==> config.mk <==
export PLATFORM = sky130hd
export DESIGN_NAME = pwv_top
export DESIGN_NICKNAME = d
export VERILOG_FILES = /design/src/shared/pwv_pkg.sv /design/src/rtl/pwv_rearm.sv /design/src/rtl/pwv_sync.sv /design/src/rtl/pwv_top.sv
export SDC_FILE = /design/constraint.sdc
export NUM_CORES = 1
export LEC_CHECK = 0
export BUFFER_PORTS_ARGS = -buffer_cell sky130_fd_sc_hd__buf_2
export CAP_MARGIN = 20
export CORE_MARGIN = 2
export CORE_UTILIZATION = 50
export CTS_CLUSTER_SIZE = 20
export DETAILED_ROUTE_END_ITERATION = 10
export PLACE_DENSITY_LB_ADDON = 0.3
export SETUP_SLACK_MARGIN = 0.5
export SLEW_MARGIN = 20
export SYNTH_ARGS = -nofsm -noshare
export SYNTH_HDL_FRONTEND = slang
export SYNTH_SLANG_ARGS = --single-unit
==> constraint.sdc <==
create_clock -name REF_CLK_I -period 4.1 [get_ports REF_CLK_I]
set_clock_uncertainty 0.1 [all_clocks]
set_input_delay 0.615 -clock REF_CLK_I [delete_from_list [all_inputs] [get_ports REF_CLK_I]]
set_output_delay 0.615 -clock REF_CLK_I [all_outputs]
set_load 0.01 [all_outputs]
==> src/shared/pwv_pkg.sv <==
/*
 * Constants for the pulse-width violation trigger: register offsets,
 * field positions, reset values, source codes and timing figures.
 * Assumes a 250 MHz reference clock and 8-bit sample codes.
 */
`default_nettype none
package pwv_pkg;
   // ==========================================================
   // Timing
   localparam int unsigned  CLK_PERIOD_PS  = 4000;
   localparam int unsigned  WIDTH_MIN_PS   = 1500;
   localparam longint       WIDTH_MAX_S    = 10;
   localparam logic [31:0]  WIDTH_MIN_CYC  =
      32'((WIDTH_MIN_PS + CLK_PERIOD_PS - 1) / CLK_PERIOD_PS);
   localparam longint       WIDTH_MAX_CYC_DFLT =
      (WIDTH_MAX_S * 64'd1000000000000) / CLK_PERIOD_PS;
   // ==========================================================
   // Register byte offsets
   localparam logic [7:0]   OFS_CTRL       = 8'h00;
   localparam logic [7:0]   OFS_SOURCE     = 8'h04;
   localparam logic [7:0]   OFS_WIDTH      = 8'h08;
   localparam logic [7:0]   OFS_LEVEL      = 8'h0c;
   localparam logic [7:0]   OFS_REARM      = 8'h10;
   localparam logic [7:0]   OFS_STATUS     = 8'h14;
   localparam logic [7:0]   OFS_LAST       = 8'h18;
   // ==========================================================
   // Field positions
   localparam int           CTRL_EN_BIT    = 0;
   localparam int           CTRL_POL_BIT   = 1;
   localparam int           CTRL_DIR_BIT   = 2;
   localparam int           CTRL_VT_LSB    = 4;
   localparam int           LEVEL_LSB      = 0;
   localparam int           REJECT_LSB     = 8;
   localparam int           STAT_ABOVE_BIT = 0;
   localparam int           STAT_PULSE_BIT = 1;
   localparam int           STAT_BUSY_BIT  = 2;
   localparam int           STAT_CNT_LSB   = 16;
   // ==========================================================
   // Source codes
   localparam logic [4:0]   SRC_ANALOG_BASE = 5'h10;
   localparam logic [4:0]   SRC_EXTERNAL    = 5'h1f;
   localparam int unsigned  NUM_DIGITAL     = 16;
   // ==========================================================
   // Reset values
   localparam logic [4:0]   SRC_RST        = 5'h11;
   localparam logic [7:0]   LEVEL_RST      = 8'h80;
   localparam logic [7:0]   REJECT_RST     = 8'h00;
   localparam logic [31:0]  REARM_RST      = 32'h00000000;
   localparam logic [1:0]   AXI_OKAY       = 2'h0;
   localparam logic [1:0]   AXI_SLVERR     = 2'h2;
   // ==========================================================
   // Violation types
   typedef enum logic [1:0] {
      VT_WIDTH      = 2'h0,
      VT_SETUP_HOLD = 2'h1,
      VT_TRANSITION = 2'h2
   } pwv_vtype_t;
endpackage
`default_nettype wire

==> src/rtl/pwv_rearm.sv <==
/*
 * Rearm delay timer: blocks further triggers for a loaded cycle count.
 * Assumes start_i is a one-cycle pulse on the same clock.
 */
`timescale 1ns/10ps
`default_nettype none
module pwv_rearm (
   // Clock and reset
   input  wire logic        clk_i,
   input  wire logic        srst_i,
   // Control
   input  wire logic        start_i,
   input  wire logic [31:0] load_i,
   // Status
   output logic             busy_o
);
   // ==========================================================
   logic [31:0] cnt_q;
   logic [31:0] cnt_d;
   // Count down from the load value; zero means armed
   always_comb begin
      cnt_d = cnt_q;
      if (start_i) begin
         cnt_d = load_i;
      end else if (cnt_q != 32'h00000000) begin
         cnt_d = cnt_q - 32'h00000001;
      end
   end
   // Registers
   always_ff @(posedge clk_i) begin
      if (srst_i) begin
         cnt_q <= 32'h00000000;
      end else begin
         cnt_q <= cnt_d;
      end
   end
   assign busy_o = (cnt_q != 32'h00000000);
endmodule // pwv_rearm
`default_nettype wire

==> src/rtl/pwv_sync.sv <==
/*
 * Two-flop synchroniser, one per bit.
 * Assumes inputs arrive from pins asynchronous to the clock.
 */
`timescale 1ns/10ps
`default_nettype none
module pwv_sync #(
   parameter int W = 16
) (
   // Clock and reset
   input  wire logic         clk_i,
   input  wire logic         srst_i,
   // Data
   input  wire logic [W-1:0] async_i,
   output logic      [W-1:0] sync_o
);
   // ==========================================================
   // Per-bit stages; first stage feeds only the second
   genvar g;
   generate
      for (g = 0; g < W; g++) begin : g_bit
         logic meta_q;
         logic meta_d;
         logic out_q;
         logic out_d;
         // Next values
         always_comb begin
            meta_d = async_i[g];
            out_d  = meta_q;
         end
         // Registers
         always_ff @(posedge clk_i) begin
            if (srst_i) begin
               meta_q <= 1'b0;
               out_q  <= 1'b0;
            end else begin
               meta_q <= meta_d;
               out_q  <= out_d;
            end
         end
         assign sync_o[g] = out_q;
      end
   endgenerate
endmodule // pwv_sync
`default_nettype wire

==> src/rtl/pwv_top.sv <==
/*
 * Pulse-width violation trigger with an AXI4-Lite register slave.
 * Assumes ADC sample codes arrive on REF_CLK_I; digital inputs are
 * asynchronous pins and are synchronised here.
 */
// The AXI4-Lite register port and the placing of the registers were chosen for this implementation.
// Notes on behaviour
// - positive pulse fires at falling level crossing
// - negative pulse fires at rising level crossing
// - direction picks wider-than or narrower-than pulses
// - width held within 1.5 ns to 10 s; the code's lower bound is WIDTH_MIN_CYC, one 4 ns clock cycle
// - analog source index 1-4, or 1-2
// - digital inputs 0-15 selectable when option present
// - external source only on two-channel variant
// - pulse counts only after crossing the level
// - every setting reads back as in effect
// - rearm delay and noise reject condition trigger
// - only the width violation type drives trigger
`timescale 1ns/10ps
`default_nettype none
module pwv_top #(
   parameter int          NUM_ANALOG    = 4,
   parameter bit          HAS_DIGITAL   = 1'b1,
   parameter logic [31:0] WIDTH_MAX_CYC = 32'(pwv_pkg::WIDTH_MAX_CYC_DFLT)
) (
   // Clock and reset
   input  wire logic            REF_CLK_I,
   input  wire logic            SRST_I,
   // Signal under test
   input  wire logic [3:0][7:0] ANA_SAMPLE_I,
   input  wire logic [7:0]      EXT_SAMPLE_I,
   input  wire logic [15:0]     DIG_I,
   // Trigger
   output logic                 TRIG_O,
   // AXI4-Lite write
   input  wire logic [7:0]      S_AXI_AWADDR_I,
   input  wire logic            S_AXI_AWVALID_I,
   output logic                 S_AXI_AWREADY_O,
   input  wire logic [31:0]     S_AXI_WDATA_I,
   input  wire logic [3:0]      S_AXI_WSTRB_I,
   input  wire logic            S_AXI_WVALID_I,
   output logic                 S_AXI_WREADY_O,
   output logic [1:0]           S_AXI_BRESP_O,
   output logic                 S_AXI_BVALID_O,
   input  wire logic            S_AXI_BREADY_I,
   // AXI4-Lite read
   input  wire logic [7:0]      S_AXI_ARADDR_I,
   input  wire logic            S_AXI_ARVALID_I,
   output logic                 S_AXI_ARREADY_O,
   output logic [31:0]          S_AXI_RDATA_O,
   output logic [1:0]           S_AXI_RRESP_O,
   output logic                 S_AXI_RVALID_O,
   input  wire logic            S_AXI_RREADY_I
);
   // ==========================================================
   // Declarations
   logic        en_q, en_d, pol_q, pol_d, dir_q, dir_d;
   logic [1:0]  vt_q, vt_d;
   logic [4:0]  src_q, src_d;
   logic [31:0] width_q, width_d, rearm_q, rearm_d;
   logic [7:0]  level_q, level_d, reject_q, reject_d;
   logic        awrdy_q, awrdy_d, wrdy_q, wrdy_d, bvld_q, bvld_d;
   logic        aw_hold_q, aw_hold_d, w_hold_q, w_hold_d;
   logic [7:0]  awaddr_q, awaddr_d;
   logic [31:0] wdata_q, wdata_d;
   logic [3:0]  wstrb_q, wstrb_d;
   logic [1:0]  bresp_q, bresp_d, rresp_q, rresp_d;
   logic        ardy_q, ardy_d, rvld_q, rvld_d;
   logic [31:0] rdata_q, rdata_d;
   logic [15:0] dig_s;
   logic [7:0]  sample;
   logic        dig_sel;
   logic        above_q, above_d, act_prev_q, act_prev_d;
   logic        seen_q, seen_d, trig_q, trig_d;
   logic [31:0] cnt_q, cnt_d, last_q, last_d;
   logic [15:0] ntrig_q, ntrig_d;
   logic        active, lead, trail, busy, fire, viol;
   logic [7:0]  lo_thr;

   // ==========================================================
   // Helpers
   function automatic logic src_ok(input logic [4:0] s);
      logic ok;
      ok = 1'b0;
      if (s < 5'(pwv_pkg::NUM_DIGITAL)) begin
         ok = HAS_DIGITAL;
      end else if (s == pwv_pkg::SRC_EXTERNAL) begin
         ok = (NUM_ANALOG == 2);
      end else if (s > pwv_pkg::SRC_ANALOG_BASE) begin
         ok = (s <= pwv_pkg::SRC_ANALOG_BASE + 5'(NUM_ANALOG));
      end
      return ok;
   endfunction

   function automatic logic [31:0] merge(input logic [31:0] old,
                                         input logic [31:0] nw,
                                         input logic [3:0]  st);
      logic [31:0] r;
      r = old;
      for (int b = 0; b < 4; b++) begin
         if (st[b]) begin
            r[b*8 +: 8] = nw[b*8 +: 8];
         end
      end
      return r;
   endfunction

   // ==========================================================
   // Digital inputs come from pins
   pwv_sync #(.W(16)) u_sync (
      .clk_i   (REF_CLK_I),
      .srst_i  (SRST_I),
      .async_i (DIG_I),
      .sync_o  (dig_s)
   );

   // Rearm delay holds off triggers after each fire
   pwv_rearm u_rearm (
      .clk_i   (REF_CLK_I),
      .srst_i  (SRST_I),
      .start_i (trig_q),
      .load_i  (rearm_q),
      .busy_o  (busy)
   );

   // ==========================================================
   // Write channel: address and data taken in either order
   always_comb begin
      logic [31:0] m;
      m         = 32'h00000000;
      awrdy_d   = awrdy_q;
      wrdy_d    = wrdy_q;
      bvld_d    = bvld_q;
      bresp_d   = bresp_q;
      aw_hold_d = aw_hold_q;
      w_hold_d  = w_hold_q;
      awaddr_d  = awaddr_q;
      wdata_d   = wdata_q;
      wstrb_d   = wstrb_q;
      en_d      = en_q;
      pol_d     = pol_q;
      dir_d     = dir_q;
      vt_d      = vt_q;
      src_d     = src_q;
      width_d   = width_q;
      level_d   = level_q;
      reject_d  = reject_q;
      rearm_d   = rearm_q;
      if (S_AXI_AWVALID_I && awrdy_q) begin
         awaddr_d  = S_AXI_AWADDR_I;
         aw_hold_d = 1'b1;
         awrdy_d   = 1'b0;
      end
      if (S_AXI_WVALID_I && wrdy_q) begin
         wdata_d  = S_AXI_WDATA_I;
         wstrb_d  = S_AXI_WSTRB_I;
         w_hold_d = 1'b1;
         wrdy_d   = 1'b0;
      end
      if (aw_hold_q && w_hold_q && !bvld_q) begin
         aw_hold_d = 1'b0;
         w_hold_d  = 1'b0;
         bvld_d    = 1'b1;
         bresp_d   = pwv_pkg::AXI_OKAY;
         case (awaddr_q)
            pwv_pkg::OFS_CTRL: begin
               m     = merge({26'h0, vt_q, 1'b0, dir_q, pol_q, en_q},
                             wdata_q, wstrb_q);
               en_d  = m[pwv_pkg::CTRL_EN_BIT];
               pol_d = m[pwv_pkg::CTRL_POL_BIT];
               dir_d = m[pwv_pkg::CTRL_DIR_BIT];
               // Unknown type code is ignored
               if (m[pwv_pkg::CTRL_VT_LSB +: 2] != 2'h3) begin
                  vt_d = m[pwv_pkg::CTRL_VT_LSB +: 2];
               end
            end
            pwv_pkg::OFS_SOURCE: begin
               m = merge({27'h0, src_q}, wdata_q, wstrb_q);
               // Illegal source for this variant leaves the old one
               if (m[31:5] == 27'h0 && src_ok(m[4:0])) begin
                  src_d = m[4:0];
               end
            end
            pwv_pkg::OFS_WIDTH: begin
               m = merge(width_q, wdata_q, wstrb_q);
               // Clamp so the setting in effect stays in span
               if (m < pwv_pkg::WIDTH_MIN_CYC) begin
                  width_d = pwv_pkg::WIDTH_MIN_CYC;
               end else if (m > WIDTH_MAX_CYC) begin
                  width_d = WIDTH_MAX_CYC;
               end else begin
                  width_d = m;
               end
            end
            pwv_pkg::OFS_LEVEL: begin
               m        = merge({16'h0, reject_q, level_q},
                                wdata_q, wstrb_q);
               level_d  = m[pwv_pkg::LEVEL_LSB +: 8];
               reject_d = m[pwv_pkg::REJECT_LSB +: 8];
            end
            pwv_pkg::OFS_REARM: begin
               rearm_d = merge(rearm_q, wdata_q, wstrb_q);
            end
            default: begin
               bresp_d = pwv_pkg::AXI_SLVERR;
            end
         endcase
      end
      if (bvld_q && S_AXI_BREADY_I) begin
         bvld_d  = 1'b0;
         awrdy_d = 1'b1;
         wrdy_d  = 1'b1;
      end
   end

   // ==========================================================
   // Read channel: one read in flight, answer one cycle later
   always_comb begin
      ardy_d  = ardy_q;
      rvld_d  = rvld_q;
      rdata_d = rdata_q;
      rresp_d = rresp_q;
      if (S_AXI_ARVALID_I && ardy_q) begin
         ardy_d  = 1'b0;
         rvld_d  = 1'b1;
         rresp_d = pwv_pkg::AXI_OKAY;
         case (S_AXI_ARADDR_I)
            pwv_pkg::OFS_CTRL:   rdata_d = {26'h0, vt_q, 1'b0, dir_q,
                                            pol_q, en_q};
            pwv_pkg::OFS_SOURCE: rdata_d = {27'h0, src_q};
            pwv_pkg::OFS_WIDTH:  rdata_d = width_q;
            pwv_pkg::OFS_LEVEL:  rdata_d = {16'h0, reject_q, level_q};
            pwv_pkg::OFS_REARM:  rdata_d = rearm_q;
            pwv_pkg::OFS_STATUS: rdata_d = {ntrig_q, 13'h0, busy,
                                            act_prev_q, above_q};
            pwv_pkg::OFS_LAST:   rdata_d = last_q;
            default: begin
               rdata_d = 32'h00000000;
               rresp_d = pwv_pkg::AXI_SLVERR;
            end
         endcase
      end else if (rvld_q && S_AXI_RREADY_I) begin
         rvld_d = 1'b0;
         ardy_d = 1'b1;
      end
   end

   // ==========================================================
   // Source select and level comparison with noise reject band
   always_comb begin
      dig_sel = 1'b0;
      sample  = 8'h00;
      if (src_q < 5'(pwv_pkg::NUM_DIGITAL)) begin
         dig_sel = dig_s[src_q[3:0]];
      end else if (src_q == pwv_pkg::SRC_EXTERNAL) begin
         sample = EXT_SAMPLE_I;
      end else begin
         sample = ANA_SAMPLE_I[2'(src_q - pwv_pkg::SRC_ANALOG_BASE
                                  - 5'h01)];
      end
      lo_thr = (level_q > reject_q) ? level_q - reject_q : 8'h00;
      // Falls only below the band so noise near level is ignored
      if (src_q < 5'(pwv_pkg::NUM_DIGITAL)) begin
         above_d = dig_sel;
      end else if (above_q) begin
         above_d = (sample >= lo_thr);
      end else begin
         above_d = (sample >= level_q);
      end
   end

   // ==========================================================
   // Pulse measurement and trigger decision
   assign active = pol_q ? above_q : !above_q;
   assign lead   = active && !act_prev_q;
   assign trail  = !active && act_prev_q;
   assign viol   = dir_q ? (cnt_q > width_q) : (cnt_q < width_q);
   assign fire   = trail && seen_q && viol && en_q && !busy
                   && (vt_q == pwv_pkg::VT_WIDTH);

   always_comb begin
      act_prev_d = active;
      seen_d     = seen_q;
      cnt_d      = cnt_q;
      last_d     = last_q;
      ntrig_d    = ntrig_q;
      trig_d     = fire;
      if (lead) begin
         seen_d = 1'b1;
         cnt_d  = 32'h00000001;
      end else if (active && cnt_q != 32'hffffffff) begin
         cnt_d = cnt_q + 32'h00000001;
      end
      if (trail && seen_q) begin
         last_d = cnt_q;
      end
      if (fire) begin
         ntrig_d = ntrig_q + 16'h0001;
      end
      // A new source must be crossed again before it counts
      if (src_d != src_q) begin
         seen_d = 1'b0;
      end
   end

   // ==========================================================
   // Registers
   always_ff @(posedge REF_CLK_I) begin
      if (SRST_I) begin
         en_q       <= 1'b0;
         pol_q      <= 1'b1;
         dir_q      <= 1'b1;
         vt_q       <= pwv_pkg::VT_WIDTH;
         src_q      <= pwv_pkg::SRC_RST;
         width_q    <= pwv_pkg::WIDTH_MIN_CYC;
         level_q    <= pwv_pkg::LEVEL_RST;
         reject_q   <= pwv_pkg::REJECT_RST;
         rearm_q    <= pwv_pkg::REARM_RST;
         awrdy_q    <= 1'b0;
         wrdy_q     <= 1'b0;
         bvld_q     <= 1'b0;
         bresp_q    <= pwv_pkg::AXI_OKAY;
         aw_hold_q  <= 1'b0;
         w_hold_q   <= 1'b0;
         awaddr_q   <= 8'h00;
         wdata_q    <= 32'h00000000;
         wstrb_q    <= 4'h0;
         ardy_q     <= 1'b0;
         rvld_q     <= 1'b0;
         rdata_q    <= 32'h00000000;
         rresp_q    <= pwv_pkg::AXI_OKAY;
         above_q    <= 1'b0;
         act_prev_q <= 1'b0;
         seen_q     <= 1'b0;
         trig_q     <= 1'b0;
         cnt_q      <= 32'h00000000;
         last_q     <= 32'h00000000;
         ntrig_q    <= 16'h0000;
      end else begin
         en_q       <= en_d;
         pol_q      <= pol_d;
         dir_q      <= dir_d;
         vt_q       <= vt_d;
         src_q      <= src_d;
         width_q    <= width_d;
         level_q    <= level_d;
         reject_q   <= reject_d;
         rearm_q    <= rearm_d;
         // Ready rises once after reset, then follows handshakes
         awrdy_q    <= awrdy_d || (!awrdy_q && !aw_hold_q && !bvld_q
                                   && !wrdy_q && !w_hold_q);
         wrdy_q     <= wrdy_d || (!awrdy_q && !aw_hold_q && !bvld_q
                                  && !wrdy_q && !w_hold_q);
         bvld_q     <= bvld_d;
         bresp_q    <= bresp_d;
         aw_hold_q  <= aw_hold_d;
         w_hold_q   <= w_hold_d;
         awaddr_q   <= awaddr_d;
         wdata_q    <= wdata_d;
         wstrb_q    <= wstrb_d;
         ardy_q     <= ardy_d || (!ardy_q && !rvld_q);
         rvld_q     <= rvld_d;
         rdata_q    <= rdata_d;
         rresp_q    <= rresp_d;
         above_q    <= above_d;
         act_prev_q <= act_prev_d;
         seen_q     <= seen_d;
         trig_q     <= trig_d;
         cnt_q      <= cnt_d;
         last_q     <= last_d;
         ntrig_q    <= ntrig_d;
      end
   end

   // Outputs straight from flops
   assign TRIG_O          = trig_q;
   assign S_AXI_AWREADY_O = awrdy_q;
   assign S_AXI_WREADY_O  = wrdy_q;
   assign S_AXI_BVALID_O  = bvld_q;
   assign S_AXI_BRESP_O   = bresp_q;
   assign S_AXI_ARREADY_O = ardy_q;
   assign S_AXI_RVALID_O  = rvld_q;
   assign S_AXI_RDATA_O   = rdata_q;
   assign S_AXI_RRESP_O   = rresp_q;
endmodule // pwv_top
`default_nettype wire

==> flow_summary_export.csv <==
group,metric,value,unit
synth,ys_async_sr_fraction,0,%
synth,ys_seq_area_share,41.9,%
clock_tree,clock_path_buffers,3,
placed_design,place_congestion,0.933,
clock_tree,clk_latency,530,ps
synth,synth_edf_count,0,
synth,ys_top_cells_by_area,"dfxtp_1, nand2_1, a21oi_1, ha_1, nor2_1",
detailed_routing,wl,46.0,mm
synth,avgSynthCellArea,8.27,sq um
finish,layout-drive-gt1-share,14.8,%
setup_path,crit_path_top_delay_cell,"or4_1",
setup_path,worstSetupPathType,"reg -> reg",
detailed_routing,ant_nets,0,
clock_tree,clkTransAtPathRegs,60,ps
sta,fin_crit,3430,ps
clock_tree,cts_made_buffers,36,
detailed_routing,post-route-drc-count,0,
detailed_routing,vias,14400,
die,die_h,180,um
global_routing,grt_first_pass_wirelength,71.9,mm
synth,syn_area,0.0154,sq mm
placed_design,dp_hpwl,33.4,mm
global_routing,grt_overflow,0,
synth,ys_types,67,
finish,fin_nets,2167,
synth,syn_inst,1866,
power,power_density,495,mW/mm^2
sta,fin_tns_setup,0,ps
synth,synth_top_cell_area_share,41.9,%
detailed_routing,drt-initial-drc-count,1317,
synth,synth_flop_cell,"dfxtp_1",
run_status,status,"complete, no violations",
die,core_area,0.0305,sq mm
clock_tree,cts_tree,"yes",
global_routing,track_usage,27.4,%
power,p_leak,0.00685,uW
finish,syn_to_final_growth,15.9,%
die,die_w,180,um
sta,setup-violations-final,0,
synth,yosysWarnings,0,
synth,synth_top_cell_by_area,"dfxtp_1",
synth,yosysMostFrequentCell,"nand2_1",
sta,hold_slack,193,ps
clock_tree,clock-root-buffer,"clkbuf_16",
die,initial_core_util,50.6,%
die,die_area,0.0323,sq mm
setup_path,slowest_delay,600,ps
global_routing,grt_max_degree,109,
setup_path,cp.arrival,3800,ps
finish,fillers,2711,
clock_tree,cts_max_level,2,
global_routing,grt_pass1_vias,13400,
global_routing,antenna_found_initial,0,
synth,ys_seq_elements,323,
sta,fmax,0.291,GHz
sta,worstMarginPinSlew,1090,ps
detailed_routing,post_drt_wl_per_cell,19.1,um
detailed_routing,viasPerCell,5.99,
min_path,worstHoldStart,"DIG_I[14]",
setup_path,crit_fanout,19,
synth,yosys-top-cells-count,"nand2_1, dfxtp_1, a21oi_1, nor2_1, clkbuf_1",
min_path,hp-class,"in -> reg",
setup_path,required,4460,ps
sta,rsz0062_at_grt,"false",
detailed_routing,first_pass_iters,5,
finish,final_core_util,58.6,%
setup_path,startpoint_type,"flop",
die,rows,64,
setup_path,cp-end-kind,"flop",
die,num_io_pins,157,
power,ir_drop,0.361,mV
sta,fin_crit_sh,83.7,%
sta,hold_viol,0,
finish,n_antenna_cell,0,
sta,final_max_slew_viol_count,0,
clock_tree,cts_hold_buffers,0,
setup_path,crit_start,"wstrb_q[3]$_SDFFE_PP0P_",
setup_path,r2r_start,"wstrb_q[3]$_SDFFE_PP0P_",
placed_design,io_buffer_count,154,
run,max-cap-violations,0,
setup_path,crit_chain,"buf_4, o21ai_0, o221ai_1, or4_1, or4_1, o21ai_2, nand2_1, o21ai_0, a22o_1",
clock_tree,clock_sinks,323,
sta,slew_headroom,27.2,%
[where the power goes]
group | switching [uW] | internal (uW) | total [uW]
logic | 1060 | 777 | 1830
registers | 247 | 3360 | 3600
clock network | 1310 | 2110 | 3410
[layout by cell type (no fill, tap or decap), drive strengths merged, types with 8 or more instances in the layout]
master	instances
nor2	144
buf	192
nand2b	11
nand2	334
and3	13
a221oi	28
nand3	49
mux4	13
nor2b	39
o31ai	13
nor4	34
nor3	46
xnor2	30
a21o	8
a31oi	9
o21ai	66
or3	13
or4	23
a22o	47
inv	72
a21oi	184
dfxtp	323
clkbuf	49
xor2	37
a21boi	11
mux2i	27
ha	61
a211oi	10
or2	8
a22oi	25
nand4	25
[routing by layer]
metal  track usage [%]  share of wire (%)  wire length (um)
met4              14.0                5.5              2540
met1              35.3                 42             19200
met2              44.7                 45             20900
met3              4.19                7.3              3340
met5                 0                  0                 0
[worst max-delay path, delay by kind of cell, from the launching register on]
kind | cells | cell delay (ps)
buffers and inverters | 1 | 200
AOI/OAI and AO/OA | 5 | 1370
DFF | 1 | 320
and+or+nand+nor | 3 | 1380
[stage by stage]
step                power, uW  area [sq um]  std cells  worst slack [ps]
floorplan                5010         15400       1867               620
global placement         5400         16600       2347               618
detailed placement       5460         16600       2347               497
CTS                      8840         17900       2409               516
global route             9250         17900       2409               525
finish                   8850         17900       2409               667
[cells by family after synthesis]
logic type	share of synthesized area [%]
AO/OA/AOI/OAI	18.1
XOR/XNOR	3.80
adder cells (fa/ha/maj)	5.08
buffers and inverters	4.40
flip-flops	41.9
multiplexers	3.72
other	0.0243
AND/OR/NAND/NOR	22.9
[registers in the layout, indices dropped and copies added (netlist names), 2 cells and up]
register             cells
S_AXI_RDATA_O           32
ntrig_q                 16
u_sync.g_bit.meta_q     16
last_q                  32
u_rearm.cnt_q           32
cnt_q                   32
level_q                  8
reject_q                 8
wdata_q                 32
rearm_q                 32
awaddr_q                 8
wstrb_q                  4
vt_q                     2
src_q                    5
u_sync.g_bit.out_q      16
width_q                 32
[worst paths after layout]
path | to | slack (ps) | cells past startpoint
max | width_q[25]$_SDFFE_PP0P_ | 670 | 9
min | u_sync.g_bit[14].meta_q$_SDFF_PP0_ | 190 | 2
max reg2reg | width_q[25]$_SDFFE_PP0P_ | 670 | 9
min reg2reg | u_sync.g_bit[12].out_q$_SDFF_PP0_ | 330 | 1
[cell type report]
type | count | area, sq um | area share (%)
Multi-Input combinational cell | 1367 | 8340 | 46.7
Sequential cell | 323 | 6470 | 36.2
Timing Repair Buffer | 192 | 1060 | 5.94
Clock buffer | 49 | 1050 | 5.88
Tap cell | 396 | 495 | 2.77
Inverter | 70 | 263 | 1.47
Clock inverter | 12 | 198 | 1.11
[what timing repair did]
action / 4_1_cts / 5_1_grt
setup buffers: 1 / 0
resized for setup: 2 / 6
endpoints found under the setup margin: 1 / 1
pin swaps: 3 / 3
cloned: 0 / 0
endpoints found under the hold margin: 0 / 0
(Power assumes the default switching activity.)
